$ cat config.mk
export PLATFORM = sky130hd
export DESIGN_NAME = iabc_ctrl
export DESIGN_NICKNAME = d
export VERILOG_FILES = /design/src/core/iabc_pkg.sv /design/src/core/iabc_ctrl.sv
export VERILOG_INCLUDE_DIRS = /design/src /design/src/core
export SDC_FILE = /design/constraint.sdc
export NUM_CORES = 1
export LEC_CHECK = 0
export ABC_CLOCK_PERIOD_IN_PS = 7100
export BUFFER_PORTS_ARGS = -buffer_cell sky130_fd_sc_hd__buf_4
export CORE_ASPECT_RATIO = 0.75
export CORE_UTILIZATION = 50
export CTS_BUF_LIST = sky130_fd_sc_hd__clkbuf_4 sky130_fd_sc_hd__clkbuf_8 sky130_fd_sc_hd__clkbuf_16
export DETAILED_ROUTE_END_ITERATION = 8
export PLACE_DENSITY_LB_ADDON = 0.2
export SETUP_SLACK_MARGIN = 0.1
export SLEW_MARGIN = 20
export SYNTH_ARGS = -nofsm -noshare
export SYNTH_HDL_FRONTEND = slang
export SYNTH_SLANG_ARGS = --single-unit
$ cat constraint.sdc
create_clock -name clk -period 7.1 [get_ports clk]
set_clock_uncertainty 0.05 [all_clocks]
set_input_delay 1.775 -clock clk [delete_from_list [all_inputs] [get_ports clk]]
set_output_delay 1.775 -clock clk [all_outputs]
set_load 0.1 [all_outputs]
$ cat src/core/iabc_params.svh
// Constants of the two-wire control slice: offsets, fields, resets, times.
// Assumes the includer uses 8-bit register data and a 100 MHz clock.
// Overview of operation
// - The bit count takes a write only when the same write clears the guard.
// - Bit count returns to zero after the last bit of each frame (the acknowledge in two-wire format), and on start.
// - Wait insertion acts only as two-wire bus master.
// - In receive mode the acknowledge bit sent is the ack output value.
// - In transmit mode the returned acknowledge is captured into a status bit.
// - With ack checking on, a received 1 halts continuous transfer.
// - The stop condition request passes only while its enable is 1.
// - One enable gates no-acknowledge and arbitration lost or overrun requests.
// - Receive enable gates receive full and overrun requests.
// - Transmit end request passes only while its enable is 1.
// - Transmit empty request is suppressed while its enable is 0.
// - Overrun error request arises only in clock synchronous format.
// - Count code 000b means 9 bits two-wire and 8 sync; codes 001b to 111b mean 2 to 8 two-wire and 1 to 7 sync.
// - Wait holds the clock low two transfer clocks after the last data bit.
// - Stop flag sets when a stop follows a transferred frame.
// - No-acknowledge flag sets when the receiver returns no acknowledge.
`ifndef IABC_PARAMS_SVH
`define IABC_PARAMS_SVH
`define IABC_ADDR_MODE   8'hba
`define IABC_ADDR_IER    8'hbb
`define IABC_ADDR_SR     8'hbc
`define IABC_ADDR_CTRL   8'hbd
`define IABC_MD_LSB      7
`define IABC_MD_WAIT     6
`define IABC_MD_RSV      5
`define IABC_MD_GUARD    3
`define IABC_IE_TXE      7
`define IABC_IE_TXD      6
`define IABC_IE_RXF      5
`define IABC_IE_NAK      4
`define IABC_IE_END      3
`define IABC_IE_CHK      2
`define IABC_IE_AIN      1
`define IABC_IE_AOUT     0
`define IABC_SR_TXE      7
`define IABC_SR_TXD      6
`define IABC_SR_RXF      5
`define IABC_SR_NAK      4
`define IABC_SR_END      3
`define IABC_SR_ARB      2
`define IABC_CT_SYNC     0
`define IABC_CT_MST      1
`define IABC_CT_TX       2
`define IABC_MODE_ONES   8'h18
`define IABC_BITS_I2C0   4'h9
`define IABC_BITS_SYNC0  4'h8
`define IABC_CLK_NS      10
`define IABC_LINK_NS     125
`define IABC_WAIT_XCLK   2
`define IABC_WAIT_CYC    ((`IABC_WAIT_XCLK*`IABC_LINK_NS+`IABC_CLK_NS-1)/`IABC_CLK_NS)
`endif

$ cat src/core/iabc_pkg.sv
// Types of the two-wire control slice.
// Assumes the constants header is included by the modules that use it.
package iabc_pkg;
  typedef enum logic [1:0] {
    LK_RUN  = 2'b00,
    LK_WAIT = 2'b01,
    LK_HALT = 2'b10
  } iabc_link_t;
endpackage

$ cat src/core/iabc_ctrl.sv
// Control slice of the two-wire serial interface: count, wait, acknowledge
// and interrupt gating. Assumes the shift path pulses the event inputs on
// clk and that scl and sda come straight from the pins.
//
// Local design decision: the address-and-strobe port.
`timescale 1ns/1ps
`default_nettype none
`include "iabc_params.svh"
module iabc_ctrl #(
  parameter int WAIT_CYC = `IABC_WAIT_CYC
) (
  input  wire logic       clk,
  input  wire logic       rst,
  input  wire logic [7:0] addr,
  input  wire logic [7:0] wdata,
  input  wire logic       wr,
  input  wire logic       rd,
  output logic      [7:0] rdata,
  input  wire logic       scl_i,
  input  wire logic       sda_i,
  output logic            scl_o,
  output logic            scl_oe,
  output logic            sda_o,
  output logic            sda_oe,
  input  wire logic       ev_tx_empty,
  input  wire logic       ev_tx_done,
  input  wire logic       ev_rx_full,
  input  wire logic       ev_arb_lost,
  input  wire logic       ev_overrun,
  output logic            lsb_first,
  output logic            xfer_halt,
  output logic            irq_tx_empty,
  output logic            irq_tx_done,
  output logic            irq_rx,
  output logic            irq_noack,
  output logic            irq_stop
);

  function automatic logic [3:0] bits_total(
    input logic [2:0] code,
    input logic       sync
  );
    logic [3:0] n;
    n = {1'b0, code};
    if (code == 3'h0)
    begin
      n = sync ? `IABC_BITS_SYNC0 : `IABC_BITS_I2C0;
    end
    else if (!sync)
    begin
      n = n + 4'h1;
    end
    return n;
  endfunction

  logic             scl_s1_r;
  logic             scl_s2_r;
  logic             scl_s3_r;
  logic             sda_s1_r;
  logic             sda_s2_r;
  logic             sda_s3_r;
  logic             scl_rise;
  logic             scl_fall;
  logic             start_det;
  logic             stop_det;
  logic [2:0]       bit_count_field_r;
  logic             lsb_first_r;
  logic             wait_en_r;
  logic             rsv5_r;
  logic             tx_empty_irq_en_r;
  logic             tx_done_irq_en_r;
  logic             rx_full_irq_en_r;
  logic             noack_arb_irq_en_r;
  logic             end_condition_irq_en_r;
  logic             ack_check_en_r;
  logic             ack_in_value_r;
  logic             ack_out_value_r;
  logic             tx_empty_f_r;
  logic             tx_done_f_r;
  logic             rx_full_f_r;
  logic             no_ack_flag_r;
  logic             end_cond_f_r;
  logic             arb_ovr_f_r;
  logic             sync_fmt_r;
  logic             master_r;
  logic             transmit_r;
  logic [3:0]       bit_idx_r;
  logic             frame_seen_r;
  logic             last_bit;
  logic             ack_rise;
  logic             nak_ev;
  logic             wait_go;
  logic             bc_hw_clr;
  logic             wr_mode;
  logic             wr_ier;
  logic             wr_sr;
  logic             wr_ctrl;
  logic [15:0]      wait_cnt_r;
  iabc_pkg::iabc_link_t lk_state_r;
  logic [7:0]       rdata_r;
  logic             scl_oe_r;
  logic             sda_oe_r;
  logic             irq_tx_empty_r;
  logic             irq_tx_done_r;
  logic             irq_rx_r;
  logic             irq_noack_r;
  logic             irq_stop_r;
  logic             xfer_halt_r;

  // Pins are asynchronous; edges are found on the second and third stages.
  always_ff @(posedge clk or posedge rst)
  begin
    if (rst)
    begin
      scl_s1_r <= 1'b1;
      scl_s2_r <= 1'b1;
      scl_s3_r <= 1'b1;
      sda_s1_r <= 1'b1;
      sda_s2_r <= 1'b1;
      sda_s3_r <= 1'b1;
    end
    else
    begin
      scl_s1_r <= scl_i;
      scl_s2_r <= scl_s1_r;
      scl_s3_r <= scl_s2_r;
      sda_s1_r <= sda_i;
      sda_s2_r <= sda_s1_r;
      sda_s3_r <= sda_s2_r;
    end
  end

  assign scl_rise  = scl_s2_r & ~scl_s3_r;
  assign scl_fall  = ~scl_s2_r & scl_s3_r;
  assign start_det = scl_s2_r & scl_s3_r & sda_s3_r & ~sda_s2_r;
  assign stop_det  = scl_s2_r & scl_s3_r & ~sda_s3_r & sda_s2_r;
  assign last_bit  = (bit_idx_r ==
                      bits_total(bit_count_field_r, sync_fmt_r) - 4'h1);
  assign ack_rise  = scl_rise & last_bit & ~sync_fmt_r & transmit_r;
  assign nak_ev    = ack_rise & sda_s2_r;
  assign wait_go   = scl_fall & last_bit & wait_en_r & master_r &
                     ~sync_fmt_r;
  assign bc_hw_clr = start_det | (scl_rise & last_bit);
  assign wr_mode   = wr & (addr == `IABC_ADDR_MODE);
  assign wr_ier    = wr & (addr == `IABC_ADDR_IER);
  assign wr_sr     = wr & (addr == `IABC_ADDR_SR);
  assign wr_ctrl   = wr & (addr == `IABC_ADDR_CTRL);

  // Mode register; the guard bit is never stored and reads as one.
  always_ff @(posedge clk or posedge rst)
  begin
    if (rst)
    begin
      bit_count_field_r <= 3'h0;
      lsb_first_r       <= 1'b0;
      wait_en_r         <= 1'b0;
      rsv5_r            <= 1'b0;
    end
    else
    begin
      if (bc_hw_clr)
      begin
        bit_count_field_r <= 3'h0;
      end
      else if (wr_mode && !wdata[`IABC_MD_GUARD])
      begin
        bit_count_field_r <= wdata[2:0];
      end
      if (wr_mode)
      begin
        lsb_first_r <= wdata[`IABC_MD_LSB];
        wait_en_r   <= wdata[`IABC_MD_WAIT];
        rsv5_r      <= wdata[`IABC_MD_RSV];
      end
    end
  end

  // Frame position: counts clock rises; in two-wire format the last one is the ack bit.
  always_ff @(posedge clk or posedge rst)
  begin
    if (rst)
    begin
      bit_idx_r    <= 4'h0;
      frame_seen_r <= 1'b0;
    end
    else if (start_det || stop_det)
    begin
      bit_idx_r    <= 4'h0;
      frame_seen_r <= 1'b0;
    end
    else if (scl_rise)
    begin
      bit_idx_r    <= last_bit ? 4'h0 : bit_idx_r + 4'h1;
      frame_seen_r <= frame_seen_r | last_bit;
    end
    else if (wr_mode && !wdata[`IABC_MD_GUARD])
    begin
      bit_idx_r <= 4'h0;
    end
  end

  always_ff @(posedge clk or posedge rst)
  begin
    if (rst)
    begin
      tx_empty_irq_en_r      <= 1'b0;
      tx_done_irq_en_r       <= 1'b0;
      rx_full_irq_en_r       <= 1'b0;
      noack_arb_irq_en_r     <= 1'b0;
      end_condition_irq_en_r <= 1'b0;
      ack_check_en_r         <= 1'b0;
      ack_out_value_r        <= 1'b0;
    end
    else if (wr_ier)
    begin
      tx_empty_irq_en_r      <= wdata[`IABC_IE_TXE];
      tx_done_irq_en_r       <= wdata[`IABC_IE_TXD];
      rx_full_irq_en_r       <= wdata[`IABC_IE_RXF];
      noack_arb_irq_en_r     <= wdata[`IABC_IE_NAK];
      end_condition_irq_en_r <= wdata[`IABC_IE_END];
      ack_check_en_r         <= wdata[`IABC_IE_CHK];
      ack_out_value_r        <= wdata[`IABC_IE_AOUT];
    end
  end

  // Only the line sets the captured ack; register writes skip it.
  always_ff @(posedge clk or posedge rst)
  begin
    if (rst)
    begin
      ack_in_value_r <= 1'b0;
    end
    else if (ack_rise)
    begin
      ack_in_value_r <= sda_s2_r;
    end
  end

  always_ff @(posedge clk or posedge rst)
  begin
    if (rst)
    begin
      sync_fmt_r <= 1'b0;
      master_r   <= 1'b0;
      transmit_r <= 1'b0;
    end
    else if (wr_ctrl)
    begin
      sync_fmt_r <= wdata[`IABC_CT_SYNC];
      master_r   <= wdata[`IABC_CT_MST];
      transmit_r <= wdata[`IABC_CT_TX];
    end
  end

  // Flags clear on a written 0; an event in the same cycle wins.
  always_ff @(posedge clk or posedge rst)
  begin
    if (rst)
    begin
      tx_empty_f_r  <= 1'b0;
      tx_done_f_r   <= 1'b0;
      rx_full_f_r   <= 1'b0;
      no_ack_flag_r <= 1'b0;
      end_cond_f_r  <= 1'b0;
      arb_ovr_f_r   <= 1'b0;
    end
    else
    begin
      tx_empty_f_r  <= ev_tx_empty |
        (tx_empty_f_r & ~(wr_sr & ~wdata[`IABC_SR_TXE]));
      tx_done_f_r   <= ev_tx_done |
        (tx_done_f_r & ~(wr_sr & ~wdata[`IABC_SR_TXD]));
      rx_full_f_r   <= ev_rx_full |
        (rx_full_f_r & ~(wr_sr & ~wdata[`IABC_SR_RXF]));
      no_ack_flag_r <= nak_ev |
        (no_ack_flag_r & ~(wr_sr & ~wdata[`IABC_SR_NAK]));
      end_cond_f_r  <= (stop_det & frame_seen_r) |
        (end_cond_f_r & ~(wr_sr & ~wdata[`IABC_SR_END]));
      arb_ovr_f_r   <= (ev_arb_lost & ~sync_fmt_r) |
        (ev_overrun & sync_fmt_r) |
        (arb_ovr_f_r & ~(wr_sr & ~wdata[`IABC_SR_ARB]));
    end
  end

  // Clock stretch and halt; the halt holds the clock only as master.
  always_ff @(posedge clk or posedge rst)
  begin
    if (rst)
    begin
      lk_state_r <= iabc_pkg::LK_RUN;
      wait_cnt_r <= 16'h0000;
    end
    else
    begin
      unique case (lk_state_r)
        iabc_pkg::LK_RUN:
        begin
          if (ack_rise && ack_check_en_r && sda_s2_r)
          begin
            lk_state_r <= iabc_pkg::LK_HALT;
          end
          else if (wait_go)
          begin
            lk_state_r <= iabc_pkg::LK_WAIT;
            wait_cnt_r <= WAIT_CYC[15:0] - 16'h0001;
          end
        end
        iabc_pkg::LK_WAIT:
        begin
          if (wait_cnt_r == 16'h0000)
          begin
            lk_state_r <= iabc_pkg::LK_RUN;
          end
          else
          begin
            wait_cnt_r <= wait_cnt_r - 16'h0001;
          end
        end
        iabc_pkg::LK_HALT:
        begin
          if (start_det || wr_ctrl)
          begin
            lk_state_r <= iabc_pkg::LK_RUN;
          end
        end
        default:
        begin
          lk_state_r <= iabc_pkg::LK_RUN;
        end
      endcase
    end
  end

  // Registered so the halt pin never shows a decode glitch; one cycle late.
  always_ff @(posedge clk or posedge rst)
  begin
    if (rst)
    begin
      xfer_halt_r <= 1'b0;
    end
    else
    begin
      xfer_halt_r <= (lk_state_r == iabc_pkg::LK_HALT);
    end
  end

  // Open-drain drive: enable high pulls the line low.
  always_ff @(posedge clk or posedge rst)
  begin
    if (rst)
    begin
      scl_oe_r <= 1'b0;
      sda_oe_r <= 1'b0;
    end
    else
    begin
      scl_oe_r <= wait_go |
        ((lk_state_r == iabc_pkg::LK_WAIT) && (wait_cnt_r != 16'h0000)) |
        ((lk_state_r == iabc_pkg::LK_HALT) && master_r);
      if (start_det || stop_det)
      begin
        sda_oe_r <= 1'b0;
      end
      else if (scl_fall)
      begin
        sda_oe_r <= last_bit & ~sync_fmt_r & ~transmit_r &
                    ~ack_out_value_r;
      end
    end
  end

  always_ff @(posedge clk or posedge rst)
  begin
    if (rst)
    begin
      irq_tx_empty_r <= 1'b0;
      irq_tx_done_r  <= 1'b0;
      irq_rx_r       <= 1'b0;
      irq_noack_r    <= 1'b0;
      irq_stop_r     <= 1'b0;
    end
    else
    begin
      irq_tx_empty_r <= tx_empty_f_r & tx_empty_irq_en_r;
      irq_tx_done_r  <= tx_done_f_r & tx_done_irq_en_r;
      irq_rx_r       <= (rx_full_f_r | (arb_ovr_f_r & sync_fmt_r)) &
                        rx_full_irq_en_r;
      irq_noack_r    <= (no_ack_flag_r | arb_ovr_f_r) &
                        noack_arb_irq_en_r;
      irq_stop_r     <= end_cond_f_r & end_condition_irq_en_r;
    end
  end

  always_ff @(posedge clk or posedge rst)
  begin
    if (rst)
    begin
      rdata_r <= 8'h00;
    end
    else if (!rd)
    begin
      rdata_r <= 8'h00;
    end
    else
    begin
      unique case (addr)
        `IABC_ADDR_MODE: rdata_r <= {lsb_first_r, wait_en_r, rsv5_r,
                                     2'b11, bit_count_field_r};
        `IABC_ADDR_IER:  rdata_r <= {tx_empty_irq_en_r, tx_done_irq_en_r,
                                     rx_full_irq_en_r, noack_arb_irq_en_r,
                                     end_condition_irq_en_r, ack_check_en_r,
                                     ack_in_value_r, ack_out_value_r};
        `IABC_ADDR_SR:   rdata_r <= {tx_empty_f_r, tx_done_f_r, rx_full_f_r,
                                     no_ack_flag_r, end_cond_f_r,
                                     arb_ovr_f_r, 2'b00};
        `IABC_ADDR_CTRL: rdata_r <= {5'h00, transmit_r, master_r,
                                     sync_fmt_r};
        default:         rdata_r <= 8'h00;
      endcase
    end
  end

  assign rdata        = rdata_r;
  assign scl_o        = 1'b0;
  assign sda_o        = 1'b0;
  assign scl_oe       = scl_oe_r;
  assign sda_oe       = sda_oe_r;
  assign lsb_first    = lsb_first_r;
  assign xfer_halt    = xfer_halt_r;
  assign irq_tx_empty = irq_tx_empty_r;
  assign irq_tx_done  = irq_tx_done_r;
  assign irq_rx       = irq_rx_r;
  assign irq_noack    = irq_noack_r;
  assign irq_stop     = irq_stop_r;
endmodule
`default_nettype wire

**Word level (Yosys, flattened, before mapping)**

Index checks and enable logic that the tools add are counted.

- $add $sub $neg: 4
- Equality and inequality tests: 13
- Mux-type cells: 24
- Bitwise operators: 75
- Reductions and logical operators: 19

Operators by type and width:

| operator | number |
|---|---|
| $mux W16 | 3 |
| $and A1 B1 Y1 | 43 |
| $eq A8 B8 Y1 const B | 4 |
| $pmux W16 S2 | 1 |
| $pmux W8 S4 | 1 |
| $mux W4 | 6 |
| $not A1 Y1 | 19 |
| $logic_not A16 Y1 | 1 |
| $reduce_bool A16 Y1 | 1 |
| $sub A16 B1 Y16 const B | 1 |
| $or A1 B1 Y1 | 13 |
| $ne A2 B2 Y1 const B | 5 |
| $mux W2 | 4 |
| $mux W8 | 1 |
| $reduce_bool A2 Y1 | 4 |
| $mux W3 | 2 |
| $pmux W2 S3 | 1 |
| $logic_and A1 B1 Y1 | 5 |
| $mux W1 | 5 |
| $add A3 B1 Y4 const B | 1 |
| $add A4 B1 Y4 const B | 1 |
| $eq A4 B4 Y1 | 1 |
| $reduce_and A4 Y1 | 1 |
| $sub A4 B1 Y4 const B | 1 |
| other kinds (9) | 10 |

- Flip-flop bits (word level): 68
- Output and inout bits: 19

**Logic depth before layout (Yosys ltp)**

- Depth after elaboration: 12
- Gate-level depth with buffers: 14
- Mapped depth without buffers: 12

**Least setup slack after synthesis**

Ideal clock, no wire load.

- Kind: in2reg
- Start point: input addr[6]
- End point: register bit_idx_r[2]
- Arrival: 3.280 ns
- Required time: 6.923 ns
- Setup slack: 3.643 ns
- Stages: 6
- Buffers on the path: 0
- Path through: nand4b_1 nor4b_2 nand3b_1 and2_1 a221oi_1 nor2_1

- Longest elaborated chain between the ends: 4

Ends and longest elaborated chain:

| what | RTL line | source |
|---|---|---|
| start, declared | iabc_ctrl.sv:14 | `input wire logic [7:0] addr,` |
| $eq A8 B8 Y1 | n/a |  |
| $and A1 B1 Y1 | iabc_ctrl.sv:144 | `` assign wr_mode = wr & (addr == `IABC_ADDR_MODE); `` |
| $logic_and A1 B1 Y1 | iabc_ctrl.sv:196 | `` else if (wr_mode && !wdata[`IABC_MD_GUARD]) `` |
| $reduce_bool A3 Y1 (no source line) | n/a |  |
| end signal, assigned | iabc_ctrl.sv:193 | `bit_idx_r <= last_bit ? 4'h0 : bit_idx_r + 4'h1;` |
| end, declared | iabc_ctrl.sv:87 | `logic [3:0] bit_idx_r;` |

Every way passes these cells.
A chain may end at the register's enable or synchronous reset.

**Final worst setup path**

- Start point: register bit_count_field_r[0]
- End point: register wait_cnt_r[2]

- Longest elaborated chain between the ends: 12
- Elaborated cells on any way between the ends: 18

Ends and longest elaborated chain:

| what | RTL line | source |
|---|---|---|
| start, declared | iabc_ctrl.sv:66 | `logic [2:0] bit_count_field_r;` |
| start signal, assigned | iabc_ctrl.sv:167 | `bit_count_field_r <= wdata[2:0];` |
| $add A3 B1 Y4 | iabc_ctrl.sv:51 | `n = n + 4'h1;` |
| $mux W4 | iabc_ctrl.sv:49 | `else if (!sync)` |
| $mux W4 (*) | iabc_ctrl.sv:45 | `if (code == 3'h0)` |
| $sub A4 B1 Y4 (*) | iabc_ctrl.sv:138 | `bits_total(bit_count_field_r, sync_fmt_r) - 4'h1);` |
| $eq A4 B4 Y1 (*) | iabc_ctrl.sv:137 | `assign last_bit = (bit_idx_r ==` |
| $and A1 B1 Y1 (3 in a row) | iabc_ctrl.sv:139 | `assign ack_rise = scl_rise & last_bit & ~sync_fmt_r & transmit_r;` |
| $logic_and A1 B1 Y1 (2 in a row) | iabc_ctrl.sv:298 | `if (ack_rise && ack_check_en_r && sda_s2_r)` |
| $ne A2 B2 Y1 (no source line) | n/a |  |
| $reduce_and A4 Y1 (no source line) (*) | n/a |  |
| end signal, assigned | iabc_ctrl.sv:305 | `wait_cnt_r <= WAIT_CYC[15:0] - 16'h0001;` |
| end signal, assigned | iabc_ctrl.sv:316 | `wait_cnt_r <= wait_cnt_r - 16'h0001;` |
| end, declared | iabc_ctrl.sv:98 | `logic [15:0] wait_cnt_r;` |

Mark *: on every way between the ends. The rest lies on a longest branch, timed or not.

==> impl_metrics.env <==
export IMPL_synth_cells_most_frequent="dfrtp_1 (62), nor2_1 (32), nand2_1 (22)"
export IMPL_antenna_found_initial=0
export IMPL_critPathMaxStageDelay_ns=0.69
export IMPL_rsz0062_at_grt="false"
export IMPL_setup_slack_ns=3.49
export IMPL_rows=25
export IMPL_p_seq_frac=0.458
export IMPL_worstReg2RegEnd="wait_cnt_r[2]"
export IMPL_pre_cts_ws_ns=3.32
export IMPL_reg2reg_slack_ns=3.49
export IMPL_critPathKind="flip-flop to flip-flop"
export IMPL_synth_cells=345
export IMPL_dieArea_sq_um=7280
export IMPL_grt_pass1_wl_mm=12.4
export IMPL_die_h_um=74.2
export IMPL_tightest_slew_ns=0.896
export IMPL_clkLatencyLatePin_ns=0.35
export IMPL_powerDensity_nw_per_um2=227
export IMPL_routabilityCongestion=0.841
export IMPL_yosysTopAreaCell="dfrtp_1"
export IMPL_die_w_um=98.2
export IMPL_num_nets_final=421
export IMPL_grt_pass1_vias=2574
export IMPL_timing_rr_start="bit_count_field_r[0]"
export IMPL_cp_start_kind="flip-flop"
export IMPL_violations="design-rule violations"
export IMPL_combPwrFrac=0.116
export IMPL_min_to="sda_s2_r"
export IMPL_cpMaxStageDelayCell="o21ai_1"
export IMPL_synth_compound_area_frac=0.162
export IMPL_switching_share=0.260
export IMPL_setup_viol=0
export IMPL_core_area_sq_um=6510
export IMPL_muxShareOfSynthArea=0.0782
export IMPL_synth_area_top_cells="dfrtp_1 (45%), mux2_2 (5.2%), dfstp_2 (4.5%)"
export IMPL_top_usage_layer="met2"
export IMPL_cts_buffers=9
export IMPL_globalRouteMet2Util=0.352
export IMPL_utilization=0.630
export IMPL_p_switching_mw=0.242
export IMPL_cts_root_buf="clkbuf_8"
export IMPL_peakVddDrop_uv=139
export IMPL_cts_tree="yes"
export IMPL_cp_arrival_ns=3.75
export IMPL_cts_clk_slew_worst_paths_ns=0.08
export IMPL_reg2regPathDepth=12
export IMPL_synth_avg_cell_area_sq_um=10.1
export IMPL_synthArstFlopShare=1.00
export IMPL_slew_headroom=0.398
export IMPL_synth_adder_area_share=0.0180
export IMPL_final_area_sq_um=4100
export IMPL_synth_edf_count=0
export IMPL_fmax_ghz=0.277
export IMPL_clk_path_buf_depth=2
export IMPL_clock_sinks=68
export IMPL_grt_use_met1=0.300
export IMPL_synth_top_family_by_area="simple AND/OR/NAND/NOR gates"
export IMPL_overflow=0
export IMPL_worstPathRequired_ns=7.24
export IMPL_synth_top_area_share=0.447
export IMPL_n_antenna_cell=0
export IMPL_critPathBufInv=1
export IMPL_cts_resized=0
export IMPL_finalSetupTns_ns=0
export IMPL_drv_slew=0
export IMPL_synth_area_sq_um=3470
export IMPL_crit_family="compound AO/OA/AOI/OAI gates"
export IMPL_end_kind="flip-flop"
export IMPL_placed_cell_area_sq_um=3850
export IMPL_intPower_mw=0.690
export IMPL_met3_usage=0.0658
export IMPL_hold_class="flip-flop to flip-flop"
export IMPL_p_clk_frac=0.426
export IMPL_path_cells="inv_1 -> ha_1 -> nand2b_1 -> nand2_1 -> xnor2_1 -> ha_1 -> xnor2_1 -> nor2b_1 -> mux2i_1 -> a311o_4 -> o21ai_1 -> o21ai_0"
export IMPL_drc=4
export IMPL_synth_cell_types=56
export IMPL_hold_violations=0
export IMPL_drt_iter0_markers=141
export IMPL_p_leak_nw=1.91
export IMPL_dr_pass1_iters=7
export IMPL_finalCriticalPeriod_ns=3.61
export IMPL_worstHoldPathCells=0
export IMPL_post_cts_buffers=0
export IMPL_vias=2744
export IMPL_synth_ff_type="dfrtp_1"
export IMPL_ys_ff_latch=68
export IMPL_yosysWarnings=0
export IMPL_htree_levels=3
export IMPL_critPathMaxFanout=13
export IMPL_status="finished with violations"
export IMPL_fill_cells=546
export IMPL_seq_area_frac_synth=0.492
export IMPL_synth_simple_area_share=0.189
export IMPL_yosysMostFrequentCell="dfrtp_1"
export IMPL_drive_above_1_share=0.236
export IMPL_io_pins=46
export IMPL_io_buffers=43
export IMPL_holdCritStartpoint="sda_s1_r"
export IMPL_drt_antenna_violating_nets=0
export IMPL_period_share=0.509
export IMPL_track_usage=0.223
export IMPL_avgViaCountPerCell=5.78
export IMPL_syn_to_final_growth_pct=18.0
export IMPL_drv_cap=0
export IMPL_grt_max_degree=69
export IMPL_stdcell_count=475
export IMPL_wl_per_cell_um=15.4
export IMPL_hpwl_mm=5.15
export IMPL_start_util=0.533
export IMPL_dp_cells=459
export IMPL_hold_buffers=0
export IMPL_finalWirelength_mm=7.33
export IMPL_synth_xor_area_frac=0.0151
routing by layer:
metal / vias up / wire [um]
li1: 1338 / -
met4: 0 / 103
met5: - / 0
met1: 1327 / 3670
met3: 10 / 369
met2: 69 / 3190
worst max-delay path by stage:
stage	start	to	cells past startpoint
2_1_floorplan	rst	ack_check_en_r	1
3_5_place_dp	addr[6]	no_ack_flag_r	6
5_1_grt	bit_count_field_r[0]	wait_cnt_r[2]	12
3_3_place_gp	addr[6]	no_ack_flag_r	6
4_1_cts	bit_count_field_r[0]	wait_cnt_r[2]	12
6_report	bit_count_field_r[0]	wait_cnt_r[2]	12
power groups by stage:
stage	logic [mW]	clock network [mW]	registers [mW]
final	0.108	0.397	0.427
after global routing	0.121	0.419	0.430
after CTS	0.110	0.403	0.427
after detailed placement	0.109	0	0.434
after global placement	0.106	0	0.433
after floorplan	0.0767	0	0.434
area by class of cell:
type,count,area (sq um),share of cell area
Inverter,21,78.8,0.0192
Timing Repair Buffer,46,345,0.0843
Clock buffer,10,138,0.0336
Multi-Input combinational cell,243,1610,0.394
Clock inverter,6,111,0.0272
Tap cell,81,101,0.0247
Sequential cell,68,1710,0.417
kinds of logic (layout without fill, tap and decap cells):
family	after synthesis	after routing
compound gates	83	83
xor+xnor	6	6
fa+ha+maj	5	5
buf+inv	35	83
flops	68	68
mux	25	25
other cells	1	2
simple gates	122	122
cell usage in the layout, fill, tap and decap left out, types with 7 or more instances in the layout:
cell type	n
a21oi_1	11
a31oi_1	14
buf_4	46
clkbuf_8	10
dfrtp_1	62
inv_1	20
mux2_2	16
mux2i_1	8
nand2_1	22
nand2b_1	8
nand3_1	7
nor2_1	32
nor2b_1	9
nor3_1	15
o21ai_0	21
flip-flops by register name, summed over array words and instances, names as in the netlist, 2 cells and up:
signal	cells
bit_count_field_r	3
bit_idx_r	4
rdata	8
wait_cnt_r	16
lk_state_r	2
stage by stage:
step | power (mW) | hold WS (ns)
after floorplan | 0.511 | 0.295
after global placement | 0.539 | 0.297
after detailed placement | 0.544 | 0.297
after CTS | 0.939 | 0.308
after global routing | 0.970 | 0.312
final | 0.932 | 0.308
No activity file was read; power rests on OpenSTA's default activity.
